## src/hdl/upc_pkg.sv

```systemverilog
// Constants for the transceiver control port: register map, pin bundle
// layout, line and mode encodings, reset values.
// Assumes a 100 MHz system clock and a 32-bit classic Wishbone bus.
package upc_pkg;
   // Register byte offsets
   localparam logic [7:0] REG_STATUS = 8'h00;
   localparam logic [7:0] REG_RATE   = 8'h04;
   // Register index field of the Wishbone address
   localparam int ADR_MSB = 7;
   localparam int ADR_LSB = 2;
   // Synchronised pin bundle layout
   localparam int PIN_W       = 10;
   localparam int PIN_SPEED   = 0;
   localparam int PIN_TERM    = 1;
   localparam int PIN_SUSP_N  = 2;
   localparam int PIN_MODE_LO = 3;
   localparam int PIN_MODE_HI = 4;
   localparam int PIN_WIDTH   = 5;
   localparam int PIN_DP      = 6;
   localparam int PIN_DM      = 7;
   localparam int PIN_TXVAL   = 8;
   localparam int PIN_TXHIGH  = 9;
   // Suspend input comes out of reset inactive (not suspended)
   localparam logic [9:0] PIN_RST = 10'h004;
   // Speed and termination encodings
   localparam logic SEL_HS = 1'b0;
   localparam logic SEL_FS = 1'b1;
   // Path width encodings
   localparam logic WIDTH_8  = 1'b0;
   localparam logic WIDTH_16 = 1'b1;
   // Operating modes
   localparam logic [1:0] MODE_NORMAL   = 2'h0;
   localparam logic [1:0] MODE_NODRIVE  = 2'h1;
   localparam logic [1:0] MODE_RAW      = 2'h2;
   localparam logic [1:0] MODE_RESERVED = 2'h3;
   // Line state codes
   localparam logic [1:0] LINE_SE0 = 2'h0;
   localparam logic [1:0] LINE_J   = 2'h1;
   localparam logic [1:0] LINE_K   = 2'h2;
   localparam logic [1:0] LINE_SE1 = 2'h3;
   // Clock generator: phase accumulator width and default increments
   localparam int PHASE_W = 16;
   localparam logic [15:0] BYTE_INC_RST = 16'h7FFF;
   localparam logic [15:0] WORD_INC_RST = 16'h4000;
   // Resume settling
   localparam int RESUME_W = 16;
   localparam int RESUME_CYCLES = 16;
   // Status register fields
   localparam int ST_LINE_LO = 0;
   localparam int ST_MODE_LO = 2;
   localparam int ST_SPEED   = 4;
   localparam int ST_TERM    = 5;
   localparam int ST_WIDTH   = 6;
   localparam int ST_SUSP    = 7;
   localparam int ST_RESUME  = 8;
   // Power states, one-hot
   typedef enum logic [2:0] {
      UPC_RUN     = 3'b001,
      UPC_SUSPEND = 3'b010,
      UPC_RESUME  = 3'b100
   } upc_power_t;
endpackage

```

## src/hdl/upc_control_port.sv

```systemverilog
// Control port of a USB transceiver: mode pins, power state, line state
// report, interface clock and upper-byte valid, with a Wishbone slave.
// Assumes mode pins and line pins arrive asynchronously; the receive
// datapath inputs share clk.
// Functional notes
// - A high synchronous reset returns every state machine to its start.
// - Speed select 0 enables the high-speed, 1 the full-speed transceiver.
// - Termination select 0 gives high-speed, 1 full-speed termination.
// - Suspend input low powers down all but suspend and resume logic.
// - The device drives an interface clock whose rising edge times data.
// - Mode 0 normal, 1 non-driving, 2 no stuffing and NRZI, 3 reserved.
// - Line state bit 0 follows the positive line, bit 1 the negative line.
// - Line state is registered in normal use, combinational when suspended; here also combinational while resuming.
// - Width select 0 gives an 8-bit byte clock path, 1 a 16-bit word path.
// - In 16-bit mode upper-byte valid marks whether the high byte is valid.
//
// The Wishbone slave port and the address map were chosen for this implementation.
`timescale 1ns/100ps
module upc_control_port #(
   parameter int          RESUME_CYCLES = upc_pkg::RESUME_CYCLES,
   parameter logic [15:0] BYTE_INC      = upc_pkg::BYTE_INC_RST,
   parameter logic [15:0] WORD_INC      = upc_pkg::WORD_INC_RST
) (
   input  wire logic        clk,
   input  wire logic        sys_rst,
   // Wishbone slave
   input  wire logic        wb_cyc_i,
   input  wire logic        wb_stb_i,
   input  wire logic        wb_we_i,
   input  wire logic [7:0]  wb_adr_i,
   input  wire logic [3:0]  wb_sel_i,
   input  wire logic [31:0] wb_dat_i,
   output      logic [31:0] wb_dat_o,
   output      logic        wb_ack_o,
   // Controller mode pins
   input  wire logic        speedTransceiverChoice,
   input  wire logic        terminationChoice,
   input  wire logic        lowPowerRequestN,
   input  wire logic [1:0]  operatingModeSelect,
   input  wire logic        pathWidthSelect,
   input  wire logic        txValid,
   // Upper-byte valid, two-way pin
   input  wire logic        upperByteValidIn,
   output      logic        upperByteValidOut,
   output      logic        upperByteValidOe,
   // USB line levels
   input  wire logic        usbPositiveLine,
   input  wire logic        usbNegativeLine,
   // Receive datapath, same clock
   input  wire logic        rxValid,
   input  wire logic        rxHighValid,
   // Outputs to the controller
   output      logic        interfaceClockOut,
   output      logic [1:0]  lineState,
   // Outputs to the analog and serial logic
   output      logic        hsXcvrEnable,
   output      logic        fsXcvrEnable,
   output      logic        hsTermEnable,
   output      logic        fsPullupEnable,
   output      logic        lineDriveEnable,
   output      logic        bitStuffEnable,
   output      logic        nrziEnable,
   output      logic        powerDown,
   output      logic        wordPath,
   output      logic        txHighValid
);
   typedef struct packed {
      upc_pkg::upc_power_t           pwr;
      logic [upc_pkg::RESUME_W-1:0]  resumeCnt;
      logic [upc_pkg::PHASE_W-1:0]   phase;
      logic [31:0]                   rate;
      logic [31:0]                   rdata;
      logic                          ack;
      logic [1:0]                    line;
      logic                          hsX;
      logic                          fsX;
      logic                          hsT;
      logic                          fsP;
      logic                          drive;
      logic                          stuff;
      logic                          nrzi;
      logic                          pd;
      logic                          word;
      logic                          ubvOut;
      logic                          ubvOe;
      logic                          txHigh;
   } upc_state_t;

   localparam logic [upc_pkg::RESUME_W-1:0] RESUME_LAST =
      upc_pkg::RESUME_W'(RESUME_CYCLES - 1);

   upc_state_t s;
   upc_state_t next_s;
   logic [upc_pkg::PIN_W-1:0] pins;
   logic [upc_pkg::PIN_W-1:0] pinsAsync;
   logic [1:0]                mode;
   logic                      suspendPin;
   logic                      busHit;
   logic [upc_pkg::PHASE_W-1:0] inc;
   logic [31:0]               status;

   assign pinsAsync = {upperByteValidIn, txValid, usbNegativeLine,
                       usbPositiveLine, pathWidthSelect, operatingModeSelect,
                       lowPowerRequestN, terminationChoice,
                       speedTransceiverChoice};

   upc_sync #(
      .WIDTH (upc_pkg::PIN_W),
      .RST   (upc_pkg::PIN_RST)
   ) u_sync (
      .clk     (clk),
      .sys_rst (sys_rst),
      .async   (pinsAsync),
      .synced  (pins)
   );

   assign mode = pins[upc_pkg::PIN_MODE_HI:upc_pkg::PIN_MODE_LO];
   assign suspendPin = !pins[upc_pkg::PIN_SUSP_N];
   assign busHit = wb_cyc_i && wb_stb_i && !s.ack;
   // Accumulator MSB toggles at inc/2^16 of clk; not capped, aliases above half of clk
   assign inc = (pins[upc_pkg::PIN_WIDTH] == upc_pkg::WIDTH_16) ?
                s.rate[31:16] : s.rate[15:0];

   always_comb begin
      status = 32'h0000_0000;
      // Synced copy: raw line pins must not reach the read data flops
      status[upc_pkg::ST_LINE_LO +: 2] = s.line;
      status[upc_pkg::ST_MODE_LO +: 2] = mode;
      status[upc_pkg::ST_SPEED] = pins[upc_pkg::PIN_SPEED];
      status[upc_pkg::ST_TERM] = pins[upc_pkg::PIN_TERM];
      status[upc_pkg::ST_WIDTH] = pins[upc_pkg::PIN_WIDTH];
      status[upc_pkg::ST_SUSP] = (s.pwr == upc_pkg::UPC_SUSPEND);
      status[upc_pkg::ST_RESUME] = (s.pwr == upc_pkg::UPC_RESUME);
   end

   always_comb begin
      next_s = s;
      case (s.pwr)
         upc_pkg::UPC_RUN: begin
            if (suspendPin) begin
               next_s.pwr = upc_pkg::UPC_SUSPEND;
            end
         end
         upc_pkg::UPC_SUSPEND: begin
            if (!suspendPin) begin
               next_s.pwr = upc_pkg::UPC_RESUME;
               next_s.resumeCnt = '0;
            end
         end
         upc_pkg::UPC_RESUME: begin
            if (suspendPin) begin
               next_s.pwr = upc_pkg::UPC_SUSPEND;
            end else if (s.resumeCnt == RESUME_LAST) begin
               next_s.pwr = upc_pkg::UPC_RUN;
            end else begin
               next_s.resumeCnt = s.resumeCnt + 1'b1;
            end
         end
         default: begin
            next_s.pwr = upc_pkg::UPC_RUN;
         end
      endcase
      next_s.pd = (next_s.pwr == upc_pkg::UPC_SUSPEND);

      // interface clock, stopped while powered down
      if (next_s.pd) begin
         next_s.phase = '0;
      end else begin
         next_s.phase = s.phase + inc;
      end

      next_s.line = {pins[upc_pkg::PIN_DM], pins[upc_pkg::PIN_DP]};

      next_s.hsX = !next_s.pd &&
                   (pins[upc_pkg::PIN_SPEED] == upc_pkg::SEL_HS);
      next_s.fsX = !next_s.pd &&
                   (pins[upc_pkg::PIN_SPEED] == upc_pkg::SEL_FS);
      // termination select, kept through suspend for the pull-up
      next_s.hsT = !next_s.pd &&
                   (pins[upc_pkg::PIN_TERM] == upc_pkg::SEL_HS);
      next_s.fsP = (pins[upc_pkg::PIN_TERM] == upc_pkg::SEL_FS);
      next_s.drive = !next_s.pd;
      next_s.stuff = 1'b1;
      next_s.nrzi = 1'b1;
      case (mode)
         upc_pkg::MODE_NORMAL: begin
         end
         upc_pkg::MODE_NODRIVE: begin
            next_s.hsT = 1'b0;
            next_s.fsP = 1'b0;
            next_s.drive = 1'b0;
         end
         upc_pkg::MODE_RAW: begin
            next_s.stuff = 1'b0;
            next_s.nrzi = 1'b0;
         end
         default: begin
            // Reserved: parked non-driving, the least harmful choice
            next_s.hsT = 1'b0;
            next_s.fsP = 1'b0;
            next_s.drive = 1'b0;
         end
      endcase

      next_s.word = (pins[upc_pkg::PIN_WIDTH] == upc_pkg::WIDTH_16);
      next_s.ubvOe = next_s.word && rxValid && !pins[upc_pkg::PIN_TXVAL];
      next_s.ubvOut = next_s.ubvOe && rxHighValid;
      next_s.txHigh = next_s.word && pins[upc_pkg::PIN_TXVAL] &&
                      pins[upc_pkg::PIN_TXHIGH];

      // Wishbone slave: one wait state, unmapped reads zero
      next_s.ack = busHit;
      next_s.rdata = 32'h0000_0000;
      if (busHit) begin
         case (wb_adr_i[upc_pkg::ADR_MSB:upc_pkg::ADR_LSB])
            upc_pkg::REG_STATUS[upc_pkg::ADR_MSB:upc_pkg::ADR_LSB]: begin
               next_s.rdata = status;
            end
            upc_pkg::REG_RATE[upc_pkg::ADR_MSB:upc_pkg::ADR_LSB]: begin
               next_s.rdata = s.rate;
               if (wb_we_i) begin
                  for (int i = 0; i < 4; i++) begin
                     if (wb_sel_i[i]) begin
                        next_s.rate[i*8 +: 8] = wb_dat_i[i*8 +: 8];
                     end
                  end
               end
            end
            default: begin
               next_s.rdata = 32'h0000_0000;
            end
         endcase
      end
   end

   always_ff @(posedge clk) begin
      if (sys_rst) begin
         s <= '0;
         s.pwr <= upc_pkg::UPC_RUN;
         s.rate <= {WORD_INC, BYTE_INC};
         s.stuff <= 1'b1;
         s.nrzi <= 1'b1;
         s.fsP <= 1'b1;
         s.line <= upc_pkg::LINE_SE0;
      end else begin
         s <= next_s;
      end
   end

   // combinational line state while suspended or resuming
   assign lineState = (s.pwr == upc_pkg::UPC_RUN) ? s.line :
                      {usbNegativeLine, usbPositiveLine};
   assign interfaceClockOut = s.phase[upc_pkg::PHASE_W-1];
   assign wb_dat_o = s.rdata;
   assign wb_ack_o = s.ack;
   assign hsXcvrEnable = s.hsX;
   assign fsXcvrEnable = s.fsX;
   assign hsTermEnable = s.hsT;
   assign fsPullupEnable = s.fsP;
   assign lineDriveEnable = s.drive;
   assign bitStuffEnable = s.stuff;
   assign nrziEnable = s.nrzi;
   assign powerDown = s.pd;
   assign wordPath = s.word;
   assign upperByteValidOut = s.ubvOut;
   assign upperByteValidOe = s.ubvOe;
   assign txHighValid = s.txHigh;
endmodule

```

## src/hdl/upc_sync.sv

```systemverilog
// Two-stage synchroniser for a bundle of asynchronous pin inputs.
// Assumes each bit is a slow level; no bus coherency across bits.
`timescale 1ns/100ps
module upc_sync #(
   parameter int             WIDTH = 1,
   parameter logic [WIDTH-1:0] RST = '0
) (
   input  wire logic             clk,
   input  wire logic             sys_rst,
   input  wire logic [WIDTH-1:0] async,
   output      logic [WIDTH-1:0] synced
);
   typedef struct packed {
      logic [WIDTH-1:0] first;
      logic [WIDTH-1:0] second;
   } upc_sync_t;

   upc_sync_t s;
   upc_sync_t next_s;

   always_comb begin
      next_s = s;
      next_s.first = async;
      next_s.second = s.first;
   end

   always_ff @(posedge clk) begin
      if (sys_rst) begin
         s <= {RST, RST};
      end else begin
         s <= next_s;
      end
   end

   assign synced = s.second;
endmodule

```

## config.mk

```make
export PLATFORM = sky130hd
export DESIGN_NAME = upc_control_port
export DESIGN_NICKNAME = d
export VERILOG_FILES = /design/src/hdl/upc_pkg.sv /design/src/hdl/upc_control_port.sv /design/src/hdl/upc_sync.sv
export SDC_FILE = /design/constraint.sdc
export NUM_CORES = 1
export LEC_CHECK = 0
export BUFFER_PORTS_ARGS = -buffer_cell sky130_fd_sc_hd__buf_2
export CAP_MARGIN = 10
export CORE_MARGIN = 2
export CORE_UTILIZATION = 40
export DETAILED_ROUTE_END_ITERATION = 7
export PLACE_DENSITY = 0.6
export SKIP_LAST_GASP = 1
export SYNTH_ARGS = -nofsm -noshare
export SYNTH_HDL_FRONTEND = slang
export SYNTH_SLANG_ARGS = --single-unit
export TNS_END_PERCENT = 10
```

## constraint.sdc

```tcl
create_clock -name clk -period 3.7 [get_ports clk]
set_input_delay 0.74 -clock clk [delete_from_list [all_inputs] [get_ports clk]]
set_output_delay 0.74 -clock clk [all_outputs]
set_load 0.01 [all_outputs]
```

==> results.yml <==
sta:
  rsz0062_at_grt: "no"
  fin_skew_ps: 14.84
  fmax_mhz: 360.8
  finalSetupViolations: 0
  hold_viol: 0
  slew_headroom_pct: 44.22
  tightest_slew_ps: 832.2
  drv_slew: 0
  min_period_over_period_pct: 74.91
  fin_crit_ps: 2772
  tns_ps: 0
floorplan:
  core_um2: 13350
  die_h_um: 121.3
  die_w_um: 121.3
  io_pins: 109
  die_area_um2: 14720
  start_util_pct: 41.25
  row_count: 42
setup_path:
  path_max_fanout: 17
  arrival_ps: 3080
  critPathSlowestCell: "fa_1"
  cp_cell_sequence: "buf_4 -> mux2_2 -> fa_1 -> a21o_1 -> a221o_1 -> a31oi_1 -> o21ai_0 -> mux2i_1"
  end_kind: "register"
  r2r_start: "u_sync.synced[5]"
  path_class: "reg2reg"
  cpPeakStageDelay_ps: 430
  startpoint: "u_sync.synced[5]"
  crit_path_start_kind: "register"
  crit_required_ps: 4010
outcome:
  status: "finished, final reports clean"
drt:
  drtIter0Drc: 229
  drt-vias-per-instance: 5.059
  drc: 0
  routed_wl_um: 12190
  ant_nets: 0
  drt_pass1_iterations: 4
  vias: 4108
  wl_per_cell_um: 15.01
worst_hold_path:
  min-delay-start: "u_sync.synced[4]"
  hold_class: "reg2reg"
clocking:
  cts.clk_slew.worst_paths_ps: 60
  cts_root_buf: "clkbuf_16"
  cts_buffers: 17
  cts_tree: "yes"
  htree_levels: 4
  post_cts_buffers: 0
  cts.sinks: 133
  postCtsHoldBufs: 0
  clockBufferDepth: 2
  cts_resized: 0
  clk-insertion-delay-late_ps: 420
synthesis:
  synthFlopType: "dfxtp_1"
  ys_seq_elements: 133
  synth_area_um2: 5507
  synth_area_per_cell_um2: 10.07
  synth_edf_count: 0
  netlist_instances: 547
  synth_nets: 625
  yosys_warnings: 0
  synth-async-reset-ratio_pct: 0
  synth_cell_types: 55
  ys_seq_area_share_pct: 48.35
finish:
  drive_above_1_share_pct: 27.99
  instances_no_fill: 812
  nFillCells: 1249
  diodes: 0
  fin_nets: 701
  utilization_pct: 49.56
  final_area_um2: 6615
  area_growth_syn_to_layout_pct: 20.13
  layout.area.seq_um2: 2663
  multi_input_area_um2: 2489
placement:
  dp_hpwl_um: 8934
  port_buffers: 106
  place_area_um2: 5966
  gp_routability_congestion: 0.8187
  dp.cells: 780
grt:
  grt_max_degree: 73
  grt_pass1_wl_um: 19400
  overflow: 0
  grtUsageTotal_pct: 17.16
  grt_pass1_vias: 3759
  antenna_found_initial: 0
power_and_ir_drop:
  leakagePower_nw: 3.045
  powerDensity_nw_per_um2: 622.0
  max-vdd-ir-drop_mv: 0.2990
  total_power_mw: 4.115
flow_run:
  maxCapViolations: 0
-- cell usage after synthesis, types with 14 or more instances --
library cell / instances / area [um^2]
nand2_1: 14 / 52.55
nor2b_1: 24 / 150.1
nor2_1: 48 / 180.2
mux2i_1: 20 / 200.2
a21oi_1: 18 / 90.09
mux2_2: 17 / 191.4
buf_4: 34 / 255.2
a211o_1: 16 / 140.1
ha_1: 16 / 200.2
dfxtp_1: 133 / 2663
and3_1: 45 / 281.5
clkbuf_1: 16 / 60.06
-- critical path: cells and delay by family (launching register included) --
| family | cells | cell delay, ps |
|---|---|---|
| buffers and inverters | 1 | 260 |
| muxes | 2 | 540 |
| AOI/OAI and AO/OA | 4 | 1080 |
| DFF | 1 | 340 |
| adders and majority gates | 1 | 430 |
-- final cells by class --
class	count	share of cell area, %
timing repair buffer	111	8.587
sequential	133	40.25
inverter	7	0.3972
multi-input combinational	353	37.62
tap	176	3.329
clock buffer	19	6.847
clock inverter	13	2.970
-- routing by layer --
layer | vias to the layer above | part of all wire [%] | GRT usage, %
met5 | - | 0 | 0
met4 | 0 | 1.2 | 6.250
met1 | 1935 | 49 | 24.18
met3 | 12 | 4.9 | 4.699
met2 | 100 | 45 | 25.04
li1 | 2061 | - | -
-- state kept, by name, summed over array words and instances (netlist names), 10 cells and up --
register / count
wb_dat_o: 32
u_sync.synced: 10
u_sync.next_s: 10
s: 68
-- cells in the final DEF, fill, tap and decap left out, drive strengths merged, types with 6 or more instances in the layout --
cell type,n
and2,9
a21o,7
xnor2,7
dfxtp,133
inv,10
a22oi,9
nand4,7
a21oi,18
nand2,18
buf,111
and3,45
xor2,11
ha,16
mux2,17
clkbuf,19
nor4,6
nor2,49
a211o,16
mux2i,20
o21ai,11
or3,8
nand3,7
nor3,8
nor2b,24
-- cells by family after synthesis --
family	share of synthesized area, %
and+or+nand+nor	20.61
buffers and inverters	6.544
AOI/OAI and AO/OA	10.52
adders and majority gates	3.999
muxes	7.112
DFF	48.35
xor gates and xnor gates	2.863
-- power breakdown --
group / leakage [nW] / switching [mW] / total [mW] / internal (mW)
registers: 1.08 / 0.0297 / 1.55 / 1.52
logic: 1.65 / 0.394 / 0.762 / 0.369
clock network: 0.311 / 0.634 / 1.81 / 1.17
-- worst paths after layout --
| check | to | slack (ps) | cells past startpoint |
|---|---|---|---|
| min reg2reg | bitStuffEnable | 390 | 1 |
| min | bitStuffEnable | 390 | 1 |
| max reg2reg | s[91] | 930 | 8 |
| max | s[91] | 930 | 8 |
-- per-stage QoR --
step | hold WS, ps | setup slack, ps
finish | 395.0 | 928.4
global placement | 375.2 | 900.6
CTS | 400.3 | 933.3
global route | 402.6 | 776.5
detailed placement | 388.1 | 807.9
floorplan | 357.6 | 759.9
No activity file was read; power rests on OpenSTA's default activity.
